==> src/hdl/pio_regs.svh <==
// Register offsets, field positions and reset values of the parallel ports
`ifndef PIO_REGS_SVH
`define PIO_REGS_SVH

// ----------------------------------------------------------------------
// Register byte offsets
// ----------------------------------------------------------------------
`define PIO_DIR1_OFS     12'h000
`define PIO_DIR2_OFS     12'h004
`define PIO_DATA1_OFS    12'h008
`define PIO_DATA2_OFS    12'h00c
`define PIO_DIR3_OFS     12'h010
`define PIO_DIR4_OFS     12'h014
`define PIO_DATA3_OFS    12'h018
`define PIO_DATA4_OFS    12'h01c
`define PIO_CSR3_OFS     12'h020
`define PIO_MODE_OFS     12'h024

// ----------------------------------------------------------------------
// Port 3 control field positions
// ----------------------------------------------------------------------
`define PIO_CSR3_OSS_BIT 3
`define PIO_CSR3_LE_BIT  4
`define PIO_CSR3_FLG_BIT 7

// ----------------------------------------------------------------------
// Widths and reset values
// ----------------------------------------------------------------------
`define PIO_P2_WIDTH     5
`define PIO_DIR_RST      8'h00
`define PIO_DATA_RST     8'h00
`define PIO_CSR3_RST     8'h00

`endif

==> src/hdl/pio_pkg.sv <==
// Types shared by the parallel port block
package pio_pkg;

  typedef logic [7:0] byte_t;

  typedef enum logic [2:0] {
    MODE_0 = 3'b000,
    MODE_1 = 3'b001,
    MODE_2 = 3'b010,
    MODE_3 = 3'b011,
    MODE_4 = 3'b100,
    MODE_5 = 3'b101,
    MODE_6 = 3'b110,
    MODE_7 = 3'b111
  } op_mode_t;

endpackage

==> src/hdl/parallel_io_ports.sv <==
// Four parallel I/O ports with APB register access
// How it works
// - Three 8-bit ports plus one 5-bit port
// - Data and write-only direction register per port
// - Direction bit 0 input, 1 output
// - Data writes drive pins, reads return the latch on output bits, pins on input bits, or the port 3 capture latch while capture is enabled
// - Mode strap only reports pin ownership, no pins are remapped here
// - Capture enable 0 reads live pins
// - Strobe pulses on read or write per select
`timescale 1ns/100ps
`include "pio_regs.svh"

module parallel_io_ports
  import pio_pkg::*;
(
  input  wire logic        clk,
  input  wire logic        reset_n,
  input  wire logic        psel,
  input  wire logic        penable,
  input  wire logic        pwrite,
  input  wire logic [11:0] paddr,
  input  wire logic [31:0] pwdata,
  output logic      [31:0] prdata,
  output logic             pready,
  output logic             pslverr,
  input  wire logic [2:0]  mode_pins,
  output logic [2:0]       op_mode,
  output logic             port_mode_owned,
  input  wire logic [7:0]  port1_in,
  output logic [7:0]       port1_out,
  output logic [7:0]       port1_oe,
  input  wire logic [4:0]  port2_in,
  output logic [4:0]       port2_out,
  output logic [4:0]       port2_oe,
  input  wire logic [7:0]  port3_in,
  output logic [7:0]       port3_out,
  output logic [7:0]       port3_oe,
  input  wire logic        port3_input_strobe,
  output logic             port3_output_strobe_n,
  input  wire logic [7:0]  port4_in,
  output logic [7:0]       port4_out,
  output logic [7:0]       port4_oe
);

  // --------------------------------------------------------------------
  // Pin synchronisers
  // --------------------------------------------------------------------
  logic [7:0]  p1_s1_ff, p1_s2_ff, p3_s1_ff, p3_s2_ff, p4_s1_ff, p4_s2_ff;
  logic [4:0]  p2_s1_ff, p2_s2_ff;
  logic [2:0]  md_s1_ff, md_s2_ff;
  logic        is_s1_ff, is_s2_ff, is_d_ff;
  logic [7:0]  nxt_p1_s1, nxt_p1_s2, nxt_p3_s1, nxt_p3_s2;
  logic [7:0]  nxt_p4_s1, nxt_p4_s2;
  logic [4:0]  nxt_p2_s1, nxt_p2_s2;
  logic [2:0]  nxt_md_s1, nxt_md_s2;
  logic        nxt_is_s1, nxt_is_s2, nxt_is_d;

  // Only the second stage is read by logic; the first may go metastable
  always_comb begin
    nxt_p1_s1 = port1_in;
    nxt_p1_s2 = p1_s1_ff;
    nxt_p2_s1 = port2_in;
    nxt_p2_s2 = p2_s1_ff;
    nxt_p3_s1 = port3_in;
    nxt_p3_s2 = p3_s1_ff;
    nxt_p4_s1 = port4_in;
    nxt_p4_s2 = p4_s1_ff;
    nxt_md_s1 = mode_pins;
    nxt_md_s2 = md_s1_ff;
    nxt_is_s1 = port3_input_strobe;
    nxt_is_s2 = is_s1_ff;
    nxt_is_d  = is_s2_ff;
  end

  always_ff @(posedge clk) begin
    if (!reset_n) begin
      p1_s1_ff <= 8'h00;
      p1_s2_ff <= 8'h00;
      p2_s1_ff <= 5'h00;
      p2_s2_ff <= 5'h00;
      p3_s1_ff <= 8'h00;
      p3_s2_ff <= 8'h00;
      p4_s1_ff <= 8'h00;
      p4_s2_ff <= 8'h00;
      is_s1_ff <= 1'b1;
      is_s2_ff <= 1'b1;
      is_d_ff  <= 1'b1;
    end else begin
      p1_s1_ff <= nxt_p1_s1;
      p1_s2_ff <= nxt_p1_s2;
      p2_s1_ff <= nxt_p2_s1;
      p2_s2_ff <= nxt_p2_s2;
      p3_s1_ff <= nxt_p3_s1;
      p3_s2_ff <= nxt_p3_s2;
      p4_s1_ff <= nxt_p4_s1;
      p4_s2_ff <= nxt_p4_s2;
      is_s1_ff <= nxt_is_s1;
      is_s2_ff <= nxt_is_s2;
      is_d_ff  <= nxt_is_d;
    end
  end

  // Strap keeps flowing through reset, so it has settled at release
  always_ff @(posedge clk) begin
    md_s1_ff <= nxt_md_s1;
    md_s2_ff <= nxt_md_s2;
  end

  // Falling edge of the active-low input strobe
  logic is_fall;
  assign is_fall = is_d_ff & ~is_s2_ff;

  // --------------------------------------------------------------------
  // Register state
  // --------------------------------------------------------------------
  byte_t      dir1_ff, dir3_ff, dir4_ff, nxt_dir1, nxt_dir3, nxt_dir4;
  byte_t      dat1_ff, dat3_ff, dat4_ff, nxt_dat1, nxt_dat3, nxt_dat4;
  logic [4:0] dir2_ff, dat2_ff, nxt_dir2, nxt_dat2;
  logic       oss_ff, nxt_oss, cap_en_ff, nxt_cap_en;
  logic       flag_ff, nxt_flag;
  byte_t      latch3_ff, nxt_latch3;
  logic       strb_ff, nxt_strb;
  op_mode_t   mode_ff, nxt_mode;
  logic       mode_taken_ff, nxt_mode_taken;
  logic [31:0] rdata_ff, nxt_rdata;

  // Writes and read side effects happen only at the access edge
  logic wr_acc, rd_acc, hit, dat3_hit;
  assign wr_acc   = psel & penable & pwrite;
  assign rd_acc   = psel & penable & ~pwrite;
  assign dat3_hit = (paddr == `PIO_DATA3_OFS);

  always_comb begin
    nxt_dir1   = dir1_ff;
    nxt_dir2   = dir2_ff;
    nxt_dir3   = dir3_ff;
    nxt_dir4   = dir4_ff;
    nxt_dat1   = dat1_ff;
    nxt_dat2   = dat2_ff;
    nxt_dat3   = dat3_ff;
    nxt_dat4   = dat4_ff;
    nxt_oss    = oss_ff;
    nxt_cap_en = cap_en_ff;
    nxt_rdata  = 32'h0000_0000;
    hit        = 1'b1;
    case (paddr)
      `PIO_DIR1_OFS, `PIO_DIR2_OFS, `PIO_DIR3_OFS, `PIO_DIR4_OFS: begin
        // Write-only: software must keep its own copy of the direction
        nxt_rdata = 32'h0000_0000;
        if (wr_acc) begin
          case (paddr)
            `PIO_DIR1_OFS: nxt_dir1 = pwdata[7:0];
            `PIO_DIR2_OFS: nxt_dir2 = pwdata[4:0];
            `PIO_DIR3_OFS: nxt_dir3 = pwdata[7:0];
            default:       nxt_dir4 = pwdata[7:0];
          endcase
        end
      end
      `PIO_DATA1_OFS: begin
        // Output bits read back the latch, input bits the pin
        nxt_rdata = {24'h0, (dat1_ff & dir1_ff) | (p1_s2_ff & ~dir1_ff)};
        if (wr_acc) nxt_dat1 = pwdata[7:0];
      end
      `PIO_DATA2_OFS: begin
        nxt_rdata = {27'h0, (dat2_ff & dir2_ff) | (p2_s2_ff & ~dir2_ff)};
        if (wr_acc) nxt_dat2 = pwdata[4:0];
      end
      `PIO_DATA3_OFS: begin
        nxt_rdata = {24'h0, (dat3_ff & dir3_ff) |
                     ((cap_en_ff ? latch3_ff : p3_s2_ff) & ~dir3_ff)};
        if (wr_acc) nxt_dat3 = pwdata[7:0];
      end
      `PIO_DATA4_OFS: begin
        nxt_rdata = {24'h0, (dat4_ff & dir4_ff) | (p4_s2_ff & ~dir4_ff)};
        if (wr_acc) nxt_dat4 = pwdata[7:0];
      end
      `PIO_CSR3_OFS: begin
        nxt_rdata = 32'h0;
        nxt_rdata[`PIO_CSR3_FLG_BIT] = flag_ff;
        nxt_rdata[`PIO_CSR3_OSS_BIT] = oss_ff;
        nxt_rdata[`PIO_CSR3_LE_BIT]  = cap_en_ff;
        if (wr_acc) begin
          nxt_oss    = pwdata[`PIO_CSR3_OSS_BIT];
          nxt_cap_en = pwdata[`PIO_CSR3_LE_BIT];
        end
      end
      `PIO_MODE_OFS: nxt_rdata = {29'h0, mode_ff};
      default: hit = 1'b0;
    endcase
    // Read data is frozen at the setup edge and stands through access
    if (!(psel && !penable)) nxt_rdata = rdata_ff;
  end

  always_ff @(posedge clk) begin
    if (!reset_n) begin
      dir1_ff   <= `PIO_DIR_RST;
      dir2_ff   <= 5'h00;
      dir3_ff   <= `PIO_DIR_RST;
      dir4_ff   <= `PIO_DIR_RST;
      dat1_ff   <= `PIO_DATA_RST;
      dat2_ff   <= 5'h00;
      dat3_ff   <= `PIO_DATA_RST;
      dat4_ff   <= `PIO_DATA_RST;
      oss_ff    <= 1'b0;
      cap_en_ff <= 1'b0;
      rdata_ff  <= 32'h0000_0000;
    end else begin
      dir1_ff   <= nxt_dir1;
      dir2_ff   <= nxt_dir2;
      dir3_ff   <= nxt_dir3;
      dir4_ff   <= nxt_dir4;
      dat1_ff   <= nxt_dat1;
      dat2_ff   <= nxt_dat2;
      dat3_ff   <= nxt_dat3;
      dat4_ff   <= nxt_dat4;
      oss_ff    <= nxt_oss;
      cap_en_ff <= nxt_cap_en;
      rdata_ff  <= nxt_rdata;
    end
  end

  // --------------------------------------------------------------------
  // Port 3 output strobe, capture latch and capture flag
  // --------------------------------------------------------------------
  always_comb begin
    nxt_strb   = 1'b0;
    nxt_flag   = flag_ff;
    nxt_latch3 = latch3_ff;
    // Capture on the input strobe only while capture is enabled
    if (cap_en_ff && is_fall) begin
      nxt_latch3 = p3_s2_ff;
    end
    // One-cycle pulse from a flop, so the strobe pin cannot glitch
    if (dat3_hit && rd_acc && !oss_ff) nxt_strb = 1'b1;
    if (dat3_hit && wr_acc && oss_ff) nxt_strb = 1'b1;
    // Reading port 3 data releases the capture flag
    if (dat3_hit && rd_acc) nxt_flag = 1'b0;
    // Set wins over the read clear, so no input strobe is lost
    if (is_fall) nxt_flag = 1'b1;
  end

  always_ff @(posedge clk) begin
    if (!reset_n) begin
      strb_ff   <= 1'b0;
      flag_ff   <= 1'b0;
      latch3_ff <= 8'h00;
    end else begin
      strb_ff   <= nxt_strb;
      flag_ff   <= nxt_flag;
      latch3_ff <= nxt_latch3;
    end
  end

  // --------------------------------------------------------------------
  // Operating mode strap
  // --------------------------------------------------------------------
  // Caught once, so a strap moving later cannot re-map pins mid-run
  always_comb begin
    nxt_mode       = mode_ff;
    nxt_mode_taken = 1'b1;
    if (!mode_taken_ff) begin
      nxt_mode = op_mode_t'(md_s2_ff);
    end
  end

  always_ff @(posedge clk) begin
    if (!reset_n) begin
      mode_ff       <= MODE_0;
      mode_taken_ff <= 1'b0;
    end else begin
      mode_ff       <= nxt_mode;
      mode_taken_ff <= nxt_mode_taken;
    end
  end

  // --------------------------------------------------------------------
  // APB answer: zero wait, read data from the setup cycle
  // --------------------------------------------------------------------
  // Refused offsets raise the error and leave all state alone
  // Slave answers in the first access cycle (zero wait)
  assign pready  = 1'b1;
  assign pslverr = psel & penable & ~hit;
  assign prdata  = rdata_ff;

  // --------------------------------------------------------------------
  // Pin drive
  // --------------------------------------------------------------------
  // Mode-owned pins (ports 3 and 4 in expanded modes) would be taken by
  // the bus logic outside this block; here only the flag is reported.
  assign op_mode         = mode_ff;
  assign port_mode_owned = mode_taken_ff && (mode_ff != MODE_7) &&
                           (mode_ff != MODE_4);
  assign port1_out = dat1_ff;
  assign port1_oe  = dir1_ff;
  assign port2_out = dat2_ff;
  assign port2_oe  = dir2_ff;
  assign port3_out = dat3_ff;
  assign port3_oe  = dir3_ff;
  assign port4_out = dat4_ff;
  assign port4_oe  = dir4_ff;
  assign port3_output_strobe_n = ~strb_ff;

endmodule

==> config.mk <==
export PLATFORM = sky130hd
export DESIGN_NAME = parallel_io_ports
export DESIGN_NICKNAME = d
export VERILOG_FILES = /design/src/hdl/pio_pkg.sv /design/src/hdl/parallel_io_ports.sv
export VERILOG_INCLUDE_DIRS = /design/src /design/src/hdl
export SDC_FILE = /design/constraint.sdc
export NUM_CORES = 1
export LEC_CHECK = 0
export ABC_AREA = 1
export BUFFER_PORTS_ARGS = -buffer_cell sky130_fd_sc_hd__buf_4
export CAP_MARGIN = 20
export CORE_ASPECT_RATIO = 2
export CORE_MARGIN = 4
export CORE_UTILIZATION = 51
export CTS_CLUSTER_SIZE = 16
export DETAILED_ROUTE_END_ITERATION = 6
export PLACE_DENSITY = 0.76
export SKIP_LAST_GASP = 1
export SYNTH_ARGS = -nofsm -noshare
export SYNTH_HDL_FRONTEND = slang
export SYNTH_SLANG_ARGS = --single-unit
==> constraint.sdc <==
create_clock -name clk -period 1.5 [get_ports clk]
set_input_delay 0.15 -clock clk [delete_from_list [all_inputs] [get_ports clk]]
set_output_delay 0.15 -clock clk [all_outputs]
set_load 0.03 [all_outputs]
==> results of run 1 <==
==> power by group through the flow <==
stage                     clock network [mW]  logic (mW)  registers, mW
after floorplan                            0       0.366           4.21
after global placement                     0       0.606           4.19
after detailed placement                   0       0.614           4.19
after CTS                               4.34       0.688           4.11
after global routing                    4.51       0.758           4.11
final                                   4.29       0.693           4.11
==> routing by layer <==
metal / share of wire, % / up-vias / GRT usage, % / wire length [um]
li1: - / 2726 / - / -
met1: 37 / 2501 / 24.9 / 5910
met2: 53 / 190 / 43.5 / 8490
met3: 5.7 / 47 / 5.18 / 909
met4: 4.7 / 0 / 14.3 / 757
met5: 0 / - / 0 / 0
==> worst min path at each step <==
stage                       startpoint                         to  depth (start not counted)
after detailed placement  mode_pins[1]        md_s1_ff[1]$_DFF_P_                          1
final                        pwdata[6]  port3_out[6]$_SDFFE_PN0P_                          3
after floorplan           mode_pins[0]        md_s1_ff[0]$_DFF_P_                          0
after global routing         pwdata[7]  port3_out[7]$_SDFFE_PN0P_                          3
after global placement    mode_pins[1]        md_s1_ff[1]$_DFF_P_                          1
after CTS                    pwdata[7]  port3_out[7]$_SDFFE_PN0P_                          3
==> registers in the layout (all words and copies together) (netlist names), 3 cells and up <==
| name | flops |
|---|---|
| p3_s2_ff | 8 |
| p1_s2_ff | 8 |
| nxt_p4_s2 | 8 |
| p2_s2_ff | 5 |
| md_s1_ff | 3 |
| p4_s2_ff | 8 |
| nxt_p1_s2 | 8 |
| nxt_p3_s2 | 8 |
| nxt_p2_s2 | 5 |
| prdata | 8 |
| port1_out | 8 |
| port3_out | 8 |
| port2_out | 5 |
| port1_oe | 8 |
| latch3_ff | 8 |
| port4_out | 8 |
| op_mode | 3 |
| port4_oe | 8 |
| md_s2_ff | 3 |
| port2_oe | 5 |
| port3_oe | 8 |
==> worst min-delay path, cell delays in order <==
cell and delay (ps):
buf_4 150, nor2_1 60, nor2_1 80
==> cell type report <==
type,count,area share (%)
Tap cell,142,2.23
Multi-Input combinational cell,457,27.2
Timing Repair Buffer,186,19.2
Sequential cell,149,37.4
Clock inverter,13,1.96
Inverter,135,6.43
Clock buffer,19,5.55
==> cells in the mapped netlist <==
library cell    n  area [um^2]
nand3_2         5         50.1
conb_1          2         7.51
a21oi_1        77          385
nand3b_1        1         7.51
o21ai_1         2         10.0
buf_4          27          203
buf_6           4         45.0
o211ai_1        1         7.51
inv_4           1         6.26
nand3_1        53          265
nor2_2          1         6.26
nor2_8          1         20.0
nand3_4         3         52.6
o22ai_1         1         6.26
nand4_1         7         43.8
nor2_1         60          225
clkbuf_1       16         60.1
clkinv_1        1         3.75
dfxtp_1       149         2980
nand2_1       126          473
o21ai_2         1         8.76
nor3_4          2         32.5
o21ai_0        83          415
nand2_4         1         11.3
or2_2           3         18.8
a211oi_1        2         15.0
nor2_4          2         22.5
buf_2           6         30.0
inv_2           2         7.51
inv_1         131          492
==> stage by stage <==
| step | utilization [%] | area [um^2] | setup slack (ps) | setup TNS, ps |
|---|---|---|---|---|
| after floorplan | - | 6000 | 141 | 0 |
| after global placement | 61.7 | 7010 | 20.6 | 0 |
| after detailed placement | 61.7 | 7010 | -14.4 | -26.8 |
| after CTS | 70.0 | 7950 | 45.0 | 0 |
| after global routing | 70.2 | 7980 | -38.5 | -38.5 |
| final | 70.2 | 7980 | 49.0 | 0 |
==> timing repair <==
action | 4_1_cts | 5_1_grt
hold buffers | 34 | 0
setup buffers | 0 | 3
endpoints found under the setup margin | 0 | 3
hold endpoints to repair | 34 | 0
gates resized for setup | 0 | 1
==> logic make-up after synthesis <==
family | after synthesis | synth area share (%)
AND/OR/NAND/NOR | 265 | 20.8
buffers and inverters | 188 | 14.3
AO/OA/AOI/OAI | 167 | 14.3
flip-flops | 149 | 50.4
other | 2 | 0.127
==> placed cells by master (no fill, tap or decap), types with 2 or more instances in the layout <==
cell           netlist  layout
nor3_4               2       2
bufinv_16            0       3
nor2_1              60      60
dlygate4sd3_1        0      34
buf_4               27     148
clkbuf_16            0      17
or2_2                3       3
clkinv_2             0       5
a211oi_1             2       2
nand3_4              3       3
nor2_4               2       2
o21ai_0             83      83
clkinv_4             0       2
dfxtp_1            149     149
inv_2                2       2
nand3_2              5       5
inv_1              131     131
clkinvlp_4           0       3
buf_12               0       4
o21ai_1              2       2
nand3_1             53      53
conb_1               2      25
nand2_1            126     126
nand4_1              7       7
a21oi_1             77      77
==> metrics.md, run 1 <==
| Metric | Value |
|---|---|
| Finished Layout Cells | 1101 |
| Pins Over Slew Limit | 0 |
| FP Rows | 55 |
| Vias in the first global route | 5207 |
| Power Dens Cells | 1140 nW/um^2 |
| Max Cap Viol | 0 |
| Crit share post-route | 96.7% |
| NetSw | 2.09 mW |
| Ant diodes | 0 |
| Combinational Power Share | 7.6% |
| Fmax | 689 MHz |
| Distinct cells, synth | 30 |
| Syn_area_per_cell | 7.67 um^2 |
| Post-route minimum period | 1450 ps |
| Share of cells above drive strength 1 | 21.5% |
| Largest net degree at the start of global routing | 68 |
| Gr usage total | 24.1% |
| R2R cell count | 7 |
| Seq/Total Area, Yosys | 50.4% |
| FF-to-FF setup slack | 140 ps |
| Critical path buffers and inverters | 2 |
| Clock sinks | 149 |
| Clock Tree Buf Depth | 2 |
| Critical setup path kind | in2out |
| Placed cell count | 1032 |
| CP Max Fanout | 5 |
| Post-synthesis register bit count | 149 |
| Die Wd | 84.1 um |
| Die H | 160 um |
| Wire length per cell | 14.6 um |
| Final setup violation count | 0 |
| Fillcell total | 942 |
| Cell count along the critical path | 9 |
| RSZ-0062 raised after global routing | true |
| CTS tree | built |
| Gr ovfl total | 0 |
| Die footprint | 13500 um^2 |
| Most frequent CP cell | buf_4 |
| Root buffer selected by CTS | clkbuf_16 |
| Pleak | 3.87 nW |
| CP Capture Point | pslverr |
| Core area | 11400 um^2 |
| DRC | 0 |
| Status | completed |
| Crit path from | paddr[7] |
| Initial Util | 52.1% |
| Synth Warn # | 0 |
| Crit-path slowest cell | nor2_4 |
| Int Pwr | 6.99 mW |
| Overall Power | 9.09 mW |
| CP required | 1350 ps |
| Top delay family on crit path | simple AND/OR/NAND/NOR gates |
| WL final | 16.1 mm |
| DR vias | 5464 |
| Syn-to-layout area delta | 34.8% |
| Nets | 1028 |
| Hold slack | 58.3 ps |
| Detail Placement HPWL | 11.5 mm |
| Antenna viol nets, final | 0 |
| Final Hold Fails | 0 |
| Clock power share | 47.2% |
| Critical Path Max Stage Delay | 220 ps |
| Syn Inst Count | 771 |
| Multi-input gate area | 2170 um^2 |
| Sw frac | 23.0% |
| Post-Synthesis Cell Area | 5910 um^2 |
| Crit path DAT | 1300 ps |
| Worst min-delay path class | in2reg |
| TritonCTS buffer count | 17 |
| Clock skew | 5.98 ps |
| Port Buffers | 129 |
| RR Endpoint | prdata[3]$_SDFFE_PN0P_ |
| Reg2reg start | cap_en_ff$_SDFFE_PN0P_ |
| Max rail drop VDD | 0.884 mV |
| Clock slew at reported path FFs | 60 ps |
| Initial antenna violation count | 0 |
| FF/Latch Area | 2980 um^2 |
| Critical Path End Type | primary output |
| Ordered list of cells on the worst path | buf_4, nor2_2, nand3_1, nor2_4, nand2_4, nand2_1, nand3b_1, nor2_1, buf_4 |
| First-pass GRT wire length | 25.6 mm |
| Worst-Skew Late Latency | 420 ps |
| Initial DRC Count | 269 |
| Drt pass-1 iters | 5 |
| Vias/cell | 4.96 |
| H-Tree Depth | 4 |
| GP Congestion | 0.884 |
| Reg power frac | 45.2% |
| Top-Level Pins | 179 |
| CP Launch Type | primary input |
(Power assumes the default switching activity.)
==> run 2, diff against run 1 <==
--- a/config.mk
+++ b/config.mk
@@ -14,7 +14,8 @@
 export CORE_UTILIZATION = 51
 export CTS_CLUSTER_SIZE = 16
 export DETAILED_ROUTE_END_ITERATION = 6
-export PLACE_DENSITY = 0.76
+export PLACE_DENSITY_LB_ADDON = 0.12
+export REMOVE_ABC_BUFFERS = 1
 export SKIP_LAST_GASP = 1
 export SYNTH_ARGS = -nofsm -noshare
 export SYNTH_HDL_FRONTEND = slang
==> metrics.md, run 2 (synthesis results as in run 1) <==
| Metric | Value |
|---|---|
| Final Hold Fails | 0 (unchanged) |
| Max Cap Viol | 0 (unchanged) |
| GP Congestion | 0.923 (was 0.884) |
| Power Dens Cells | 1210 nW/um^2 (was 1140 nW/um^2) |
| Die footprint | 13500 um^2 (unchanged) |
| Hold depth | 3 (unchanged) |
| Vias/cell | 4.94 (was 4.96) |
| Combinational Power Share | 7.2% (was 7.6%) |
| Gr ovfl total | 0 (unchanged) |
| NetSw | 2.08 mW (was 2.09 mW) |
| Post-DP Area | 7080 um^2 (was 7010 um^2) |
| Ant diodes | 0 (unchanged) |
| Worst Setup Slack, final | 62.7 ps (was 49.0 ps) |
| Detail Placement HPWL | 11.7 mm (was 11.5 mm) |
| Critical setup path kind | in2out (unchanged) |
| Clock Tree Buf Depth | 2 (unchanged) |
| Initial Util | 52.1% (unchanged) |
| Max rail drop VDD | 0.943 mV (was 0.884 mV) |
| Nets | 1034 (was 1028) |
| TritonCTS buffer count | 17 (unchanged) |
| Clock power share | 51.3% (was 47.2%) |
| Status | completed (unchanged) |
| First-pass GRT wire length | 25.9 mm (was 25.6 mm) |
| Sw frac | 21.0% (was 23.0%) |
| Drt pass-1 iters | 5 (unchanged) |
| CTS tree | built (unchanged) |
| Int Pwr | 7.80 mW (was 6.99 mW) |
| Largest net degree at the start of global routing | 77 (was 68) |
| Worst min-delay path class | in2reg (unchanged) |
| CP Max Fanout | 5 (unchanged) |
| Initial DRC Count | 223 (was 269) |
| Fmax | 696 MHz (was 689 MHz) |
| DR vias | 5468 (was 5464) |
| GR Util met3 | 4.83% (was 5.18%) |
| Core area | 11400 um^2 (unchanged) |
| R2R cell count | 7 (unchanged) |
| GR met1 Demand/Resource | 24.8% (was 24.9%) |
| Crit path DAT | 1290 ps (was 1300 ps) |
| Die H | 160 um (unchanged) |
| CP Launch Type | primary input (unchanged) |
| Root buffer selected by CTS | clkbuf_16 (unchanged) |
| Met2 GRT Util | 45.3% (was 43.5%) |
| Finished Core Util | 72.0% (was 70.2%) |
| GRT Max-Usage Layer | met2 (unchanged) |
| Pins Over Slew Limit | 0 (unchanged) |
| Post-route minimum period | 1440 ps (was 1450 ps) |
| Final setup violation count | 0 (unchanged) |
| H-Tree Depth | 4 (unchanged) |
| Antenna viol nets, final | 0 (unchanged) |
| Top-Level Pins | 179 (unchanged) |
| CP required | 1350 ps (about the same) |
| DRC | 0 (unchanged) |
| Critical Path End Type | primary output (unchanged) |
| RSZ-0062 raised after global routing | false (was true) |
| Die Wd | 84.1 um (unchanged) |
| Pleak | 3.96 nW (was 3.87 nW) |
| Crit share post-route | 95.8% (was 96.7%) |
| Worst-Skew Late Latency | 420 ps (about the same) |
| WL final | 16.6 mm (was 16.1 mm) |
| Clock sinks | 149 (unchanged) |
| Clock skew | 7.07 ps (was 5.98 ps) |
| Commonest cells after routing, fill and taps aside | buf_4, dfxtp_1, inv_1 (was dfxtp_1, buf_4, inv_1) |
| FP Rows | 55 (unchanged) |
| Overall Power | 9.88 mW (was 9.09 mW) |
| Vias in the first global route | 5346 (was 5207) |
| Gr usage total | 24.4% (was 24.1%) |
| Fillcell total | 916 (was 942) |
| Port Buffers | 129 (unchanged) |
| Wire length per cell | 15.0 um (was 14.6 um) |
| Share of cells above drive strength 1 | 22.4% (was 21.5%) |
| Pre-CTS setup slack | -90.5 ps (was -14.4 ps) |
| Finished Cell Area | 8180 um^2 (was 7980 um^2) |
| Syn-to-layout area delta | 38.3% (was 34.8%) |
| Commonest non-fill, non-tap cell in the layout | buf_4 (was dfxtp_1) |
| Initial antenna violation count | 0 (unchanged) |
| Clock slew at reported path FFs | 60 ps (about the same) |
| Reg power frac | 41.5% (was 45.2%) |
run 2: changes by cell type in the layout (fill, tap and decap cells not counted), moves of 2 or more:
cell	change
nor2_4	+2
buf_4	+5
clkinv_2	-3
nor2_1	-2
nand3_1	-2
bufinv_16	+5
buf_12	+2
clkinvlp_4	-3
run 2: layout make-up:
type | count | area [um^2] | share of cell area (%)
Sequential cell | 149 | 2980 | 36.5
Multi-Input combinational cell | 457 | 2210 | 27.0
Timing Repair Buffer | 192 | 1600 | 19.5
Inverter | 135 | 509 | 6.23
Clock buffer | 18 | 429 | 5.25
Clock inverter | 13 | 277 | 3.38
Tap cell | 142 | 178 | 2.17
run 2: per-stage QoR:
step | TNS [ps] | instances | hold slack, ps
global route | 0 | 1106 | 70.1
CTS | 0 | 1103 | 43.2
global placement | -6.06 | 1038 | 254
finish | 0 | 1106 | 54.4
detailed placement | -486 | 1038 | 256
floorplan | 0 | 741 | 178
run 2: final timing paths:
check | start | slack, ps | end
hold / removal | reset_n | 50 | p3_s2_ff[4]$_SDFF_PN0_
setup reg to reg | cap_en_ff$_SDFFE_PN0P_ | 100 | prdata[1]$_SDFFE_PN0P_
hold reg to reg | md_s1_ff[2]$_DFF_P_ | 320 | md_s2_ff[2]$_DFF_P_
setup / recovery | paddr[7] | 60 | pslverr
run 2: power groups by stage:
stage / clock network, mW / registers (mW) / logic [mW]
2_1_floorplan: 0 / 4.21 / 0.275
3_3_place_gp: 0 / 4.19 / 0.605
3_5_place_dp: 0 / 4.19 / 0.619
4_1_cts: 5.13 / 4.10 / 0.694
5_1_grt: 5.29 / 4.11 / 0.774
6_report: 5.07 / 4.10 / 0.708
run 2: layer usage:
metal | up-vias | wire [um]
met1 | 2504 | 5950
li1 | 2739 | -
met3 | 48 | 755
met4 | 0 | 761
met5 | - | 0
met2 | 177 | 9090
run 2: timing repair:
action / 4_1_cts / 5_1_grt
endpoints found under the setup margin: 1 / 1
resized for setup: 2 / 6
setup buffers: 1 / 3
hold buffers: 33 / 0
pin swaps: 1 / 2
endpoints found under the hold margin: 33 / 0
run 2: worst max-delay path, cell delays in order:
cell      delay (ps)
buf_4            120
nor2_4           160
nand3_2          120
nor2_4           160
buf_12           120
nand2_4           60
nand2_1           60
nand3b_1         100
nor2_1            60
buf_4            170
==> run 3, diff against run 2 <==
--- a/config.mk
+++ b/config.mk
@@ -11,10 +11,10 @@
 export CAP_MARGIN = 20
 export CORE_ASPECT_RATIO = 2
 export CORE_MARGIN = 4
-export CORE_UTILIZATION = 51
+export CORE_UTILIZATION = 46
 export CTS_CLUSTER_SIZE = 16
 export DETAILED_ROUTE_END_ITERATION = 6
-export PLACE_DENSITY_LB_ADDON = 0.12
+export PLACE_DENSITY = 0.79
 export REMOVE_ABC_BUFFERS = 1
 export SKIP_LAST_GASP = 1
 export SYNTH_ARGS = -nofsm -noshare
==> constraint.sdc (replaced) <==
create_clock -name clk -period 1.3 [get_ports clk]
set_input_delay 0.13 -clock clk [delete_from_list [all_inputs] [get_ports clk]]
set_output_delay 0.13 -clock clk [all_outputs]
set_load 0.03 [all_outputs]
==> metrics.md, run 3 (synthesis results as in run 1) <==
| Metric | Value |
|---|---|
| Status | complete, but fails checks (was completed) |
| Violated checks | setup timing |
| Vias in the first global route | 5415 (was 5346) |
| Overall Power | 10.5 mW (was 9.88 mW) |
| Max Cap Viol | 0 (unchanged) |
| Root buffer selected by CTS | clkbuf_16 (unchanged) |
| Gr ovfl total | 0 (unchanged) |
| Placed cell count | 1061 (was 1038) |
| Clock sinks | 149 (unchanged) |
| Clock Tree Buf Depth | 2 (unchanged) |
| Syn-to-layout area delta | 41.0% (was 38.3%) |
| Worst-Skew Late Latency | 420 ps (about the same) |
| Largest net degree at the start of global routing | 54 (was 77) |
| CP Launch Type | primary input (unchanged) |
| Antenna viol nets, final | 0 (unchanged) |
| Commonest non-fill, non-tap cell in the layout | buf_4 (unchanged) |
| Finished Cell Area | 8340 um^2 (was 8180 um^2) |
| Die H | 168 um (was 160 um) |
| Crit share post-route | 108% |
| RSZ-0062 raised after global routing | true (was false) |
| Drt pass-1 iters | 7 (was 5) |
| Gr usage total | 23.2% (was 24.4%) |
| Initial Util | 46.8% (was 52.1%) |
| CP required | 1170 ps (was 1350 ps) |
| WL final | 17.1 mm (was 16.6 mm) |
| Vias/cell | 4.96 (was 4.94) |
| Clock slew at reported path FFs | 60 ps (about the same) |
| Finished Core Util | 66.0% (was 72.0%) |
| Die Wd | 88.2 um (was 84.1 um) |
| Setup TNS Final | -107 ps (was 0 ps) |
| Crit path DAT | 1280 ps (was 1290 ps) |
| Commonest cells after routing, fill and taps aside | buf_4, dfxtp_1, inv_1 (unchanged) |
| Share of cells above drive strength 1 | 25.7% (was 22.4%) |
| Final Hold Fails | 0 (unchanged) |
| Nets | 1055 (was 1034) |
| FP Rows | 58 (was 55) |
| Max rail drop VDD | 0.982 mV (was 0.943 mV) |
| Critical setup path kind | in2out (unchanged) |
| Worst min-delay path class | in2reg (unchanged) |
| Fmax | 711 MHz |
| Post-route minimum period | 1410 ps |
| CTS tree | built (unchanged) |
| Clock skew | 7.26 ps (was 7.07 ps) |
| Finished Layout Cells | 1137 (was 1106) |
| Wire length per cell | 15.1 um (was 15.0 um) |
| Hold slack | 40.2 ps (was 54.4 ps) |
| Pre-CTS setup slack | -189 ps (was -90.5 ps) |
| TritonCTS buffer count | 17 (unchanged) |
| Detail Placement HPWL | 12.0 mm (was 11.7 mm) |
| H-Tree Depth | 4 (unchanged) |
| Pleak | 4.01 nW (was 3.96 nW) |
| Top-Level Pins | 179 (unchanged) |
| Worst Setup Slack, final | -107 ps (was 62.7 ps) |
| Power Dens Cells | 1260 nW/um^2 (was 1210 nW/um^2) |
| Post-DP Area | 7210 um^2 (was 7080 um^2) |
| DR vias | 5638 (was 5468) |
| Final setup violation count | 1 (was 0) |
| GP Congestion | 0.879 (was 0.923) |
| Port Buffers | 129 (unchanged) |
| First-pass GRT wire length | 26.5 mm (was 25.9 mm) |
| Initial DRC Count | 356 (was 223) |
| Pins Over Slew Limit | 0 (unchanged) |
| Die footprint | 14800 um^2 (was 13500 um^2) |
| DRC | 0 (unchanged) |
| Initial antenna violation count | 1 (was 0) |
| Critical Path End Type | primary output (unchanged) |
| CP Max Fanout | 4 (was 5) |
| Core area | 12600 um^2 (was 11400 um^2) |
[run 3: cell count changes in the layout (fill, tap and decap cells not counted), sizes merged]
cell / delta
buf: +21
bufinv: -6
clkbuf: +2
clkinv: +3
clkinvlp: +2
diode: +1
[run 3: timing repair]
action / 4_1_cts / 5_1_grt
hold endpoints to repair: 33 / 0
hold buffers: 33 / 0
buffers inserted: 6 / 4
pin swaps: 8 / 9
setup endpoints to repair: 2 / 4
gates resized for setup: 19 / 14
[run 3: critical path, cell delays in order]
cell	delay [ps]
buf_4	120
nor2_4	120
nand3_4	130
nor2_4	170
buf_4	130
inv_1	40
o211ai_1	190
nor2_1	80
buf_4	170
[run 3: area by class of cell]
type | instances | area [um^2]
clock buffers | 20 | 467
fillers | 1016 | 4290
clock inverters | 12 | 126
well taps | 150 | 188
inverters | 135 | 509
diodes | 1 | 2.50
repair buffers | 213 | 1790
flip-flops and latches | 149 | 3000
multi-input cells | 457 | 2260
[run 3: final timing paths]
check                                             from                   endpoint  slack, ps  cells after the start
worst max-delay path                         paddr[10]                    pslverr       -110                      9
worst min-delay path                         pwdata[6]  port3_out[6]$_SDFFE_PN0P_         40                      3
worst min register to register     md_s1_ff[0]$_DFF_P_        md_s2_ff[0]$_DFF_P_        330                      0
worst max register to register  cap_en_ff$_SDFFE_PN0P_     prdata[6]$_SDFFE_PN0P_         50                      8
[run 3: layer usage]
| layer | global-route usage, % | wire length [um] | share of wire [%] | vias to the layer above |
|---|---|---|---|---|
| li1 | - | - | - | 2783 |
| met1 | 23.2 | 5830 | 34 | 2558 |
| met2 | 42.1 | 9220 | 54 | 218 |
| met3 | 4.41 | 896 | 5.2 | 79 |
| met4 | 14.9 | 1200 | 7.0 | 0 |
| met5 | 0 | 0 | 0 | - |
[run 3: where the power goes]
part,internal [mW],switching [mW],leakage (nW)
Clock,2.97,1.90,0.292
Sequential,4.69,0.0496,1.22
Combinational,0.363,0.509,2.50
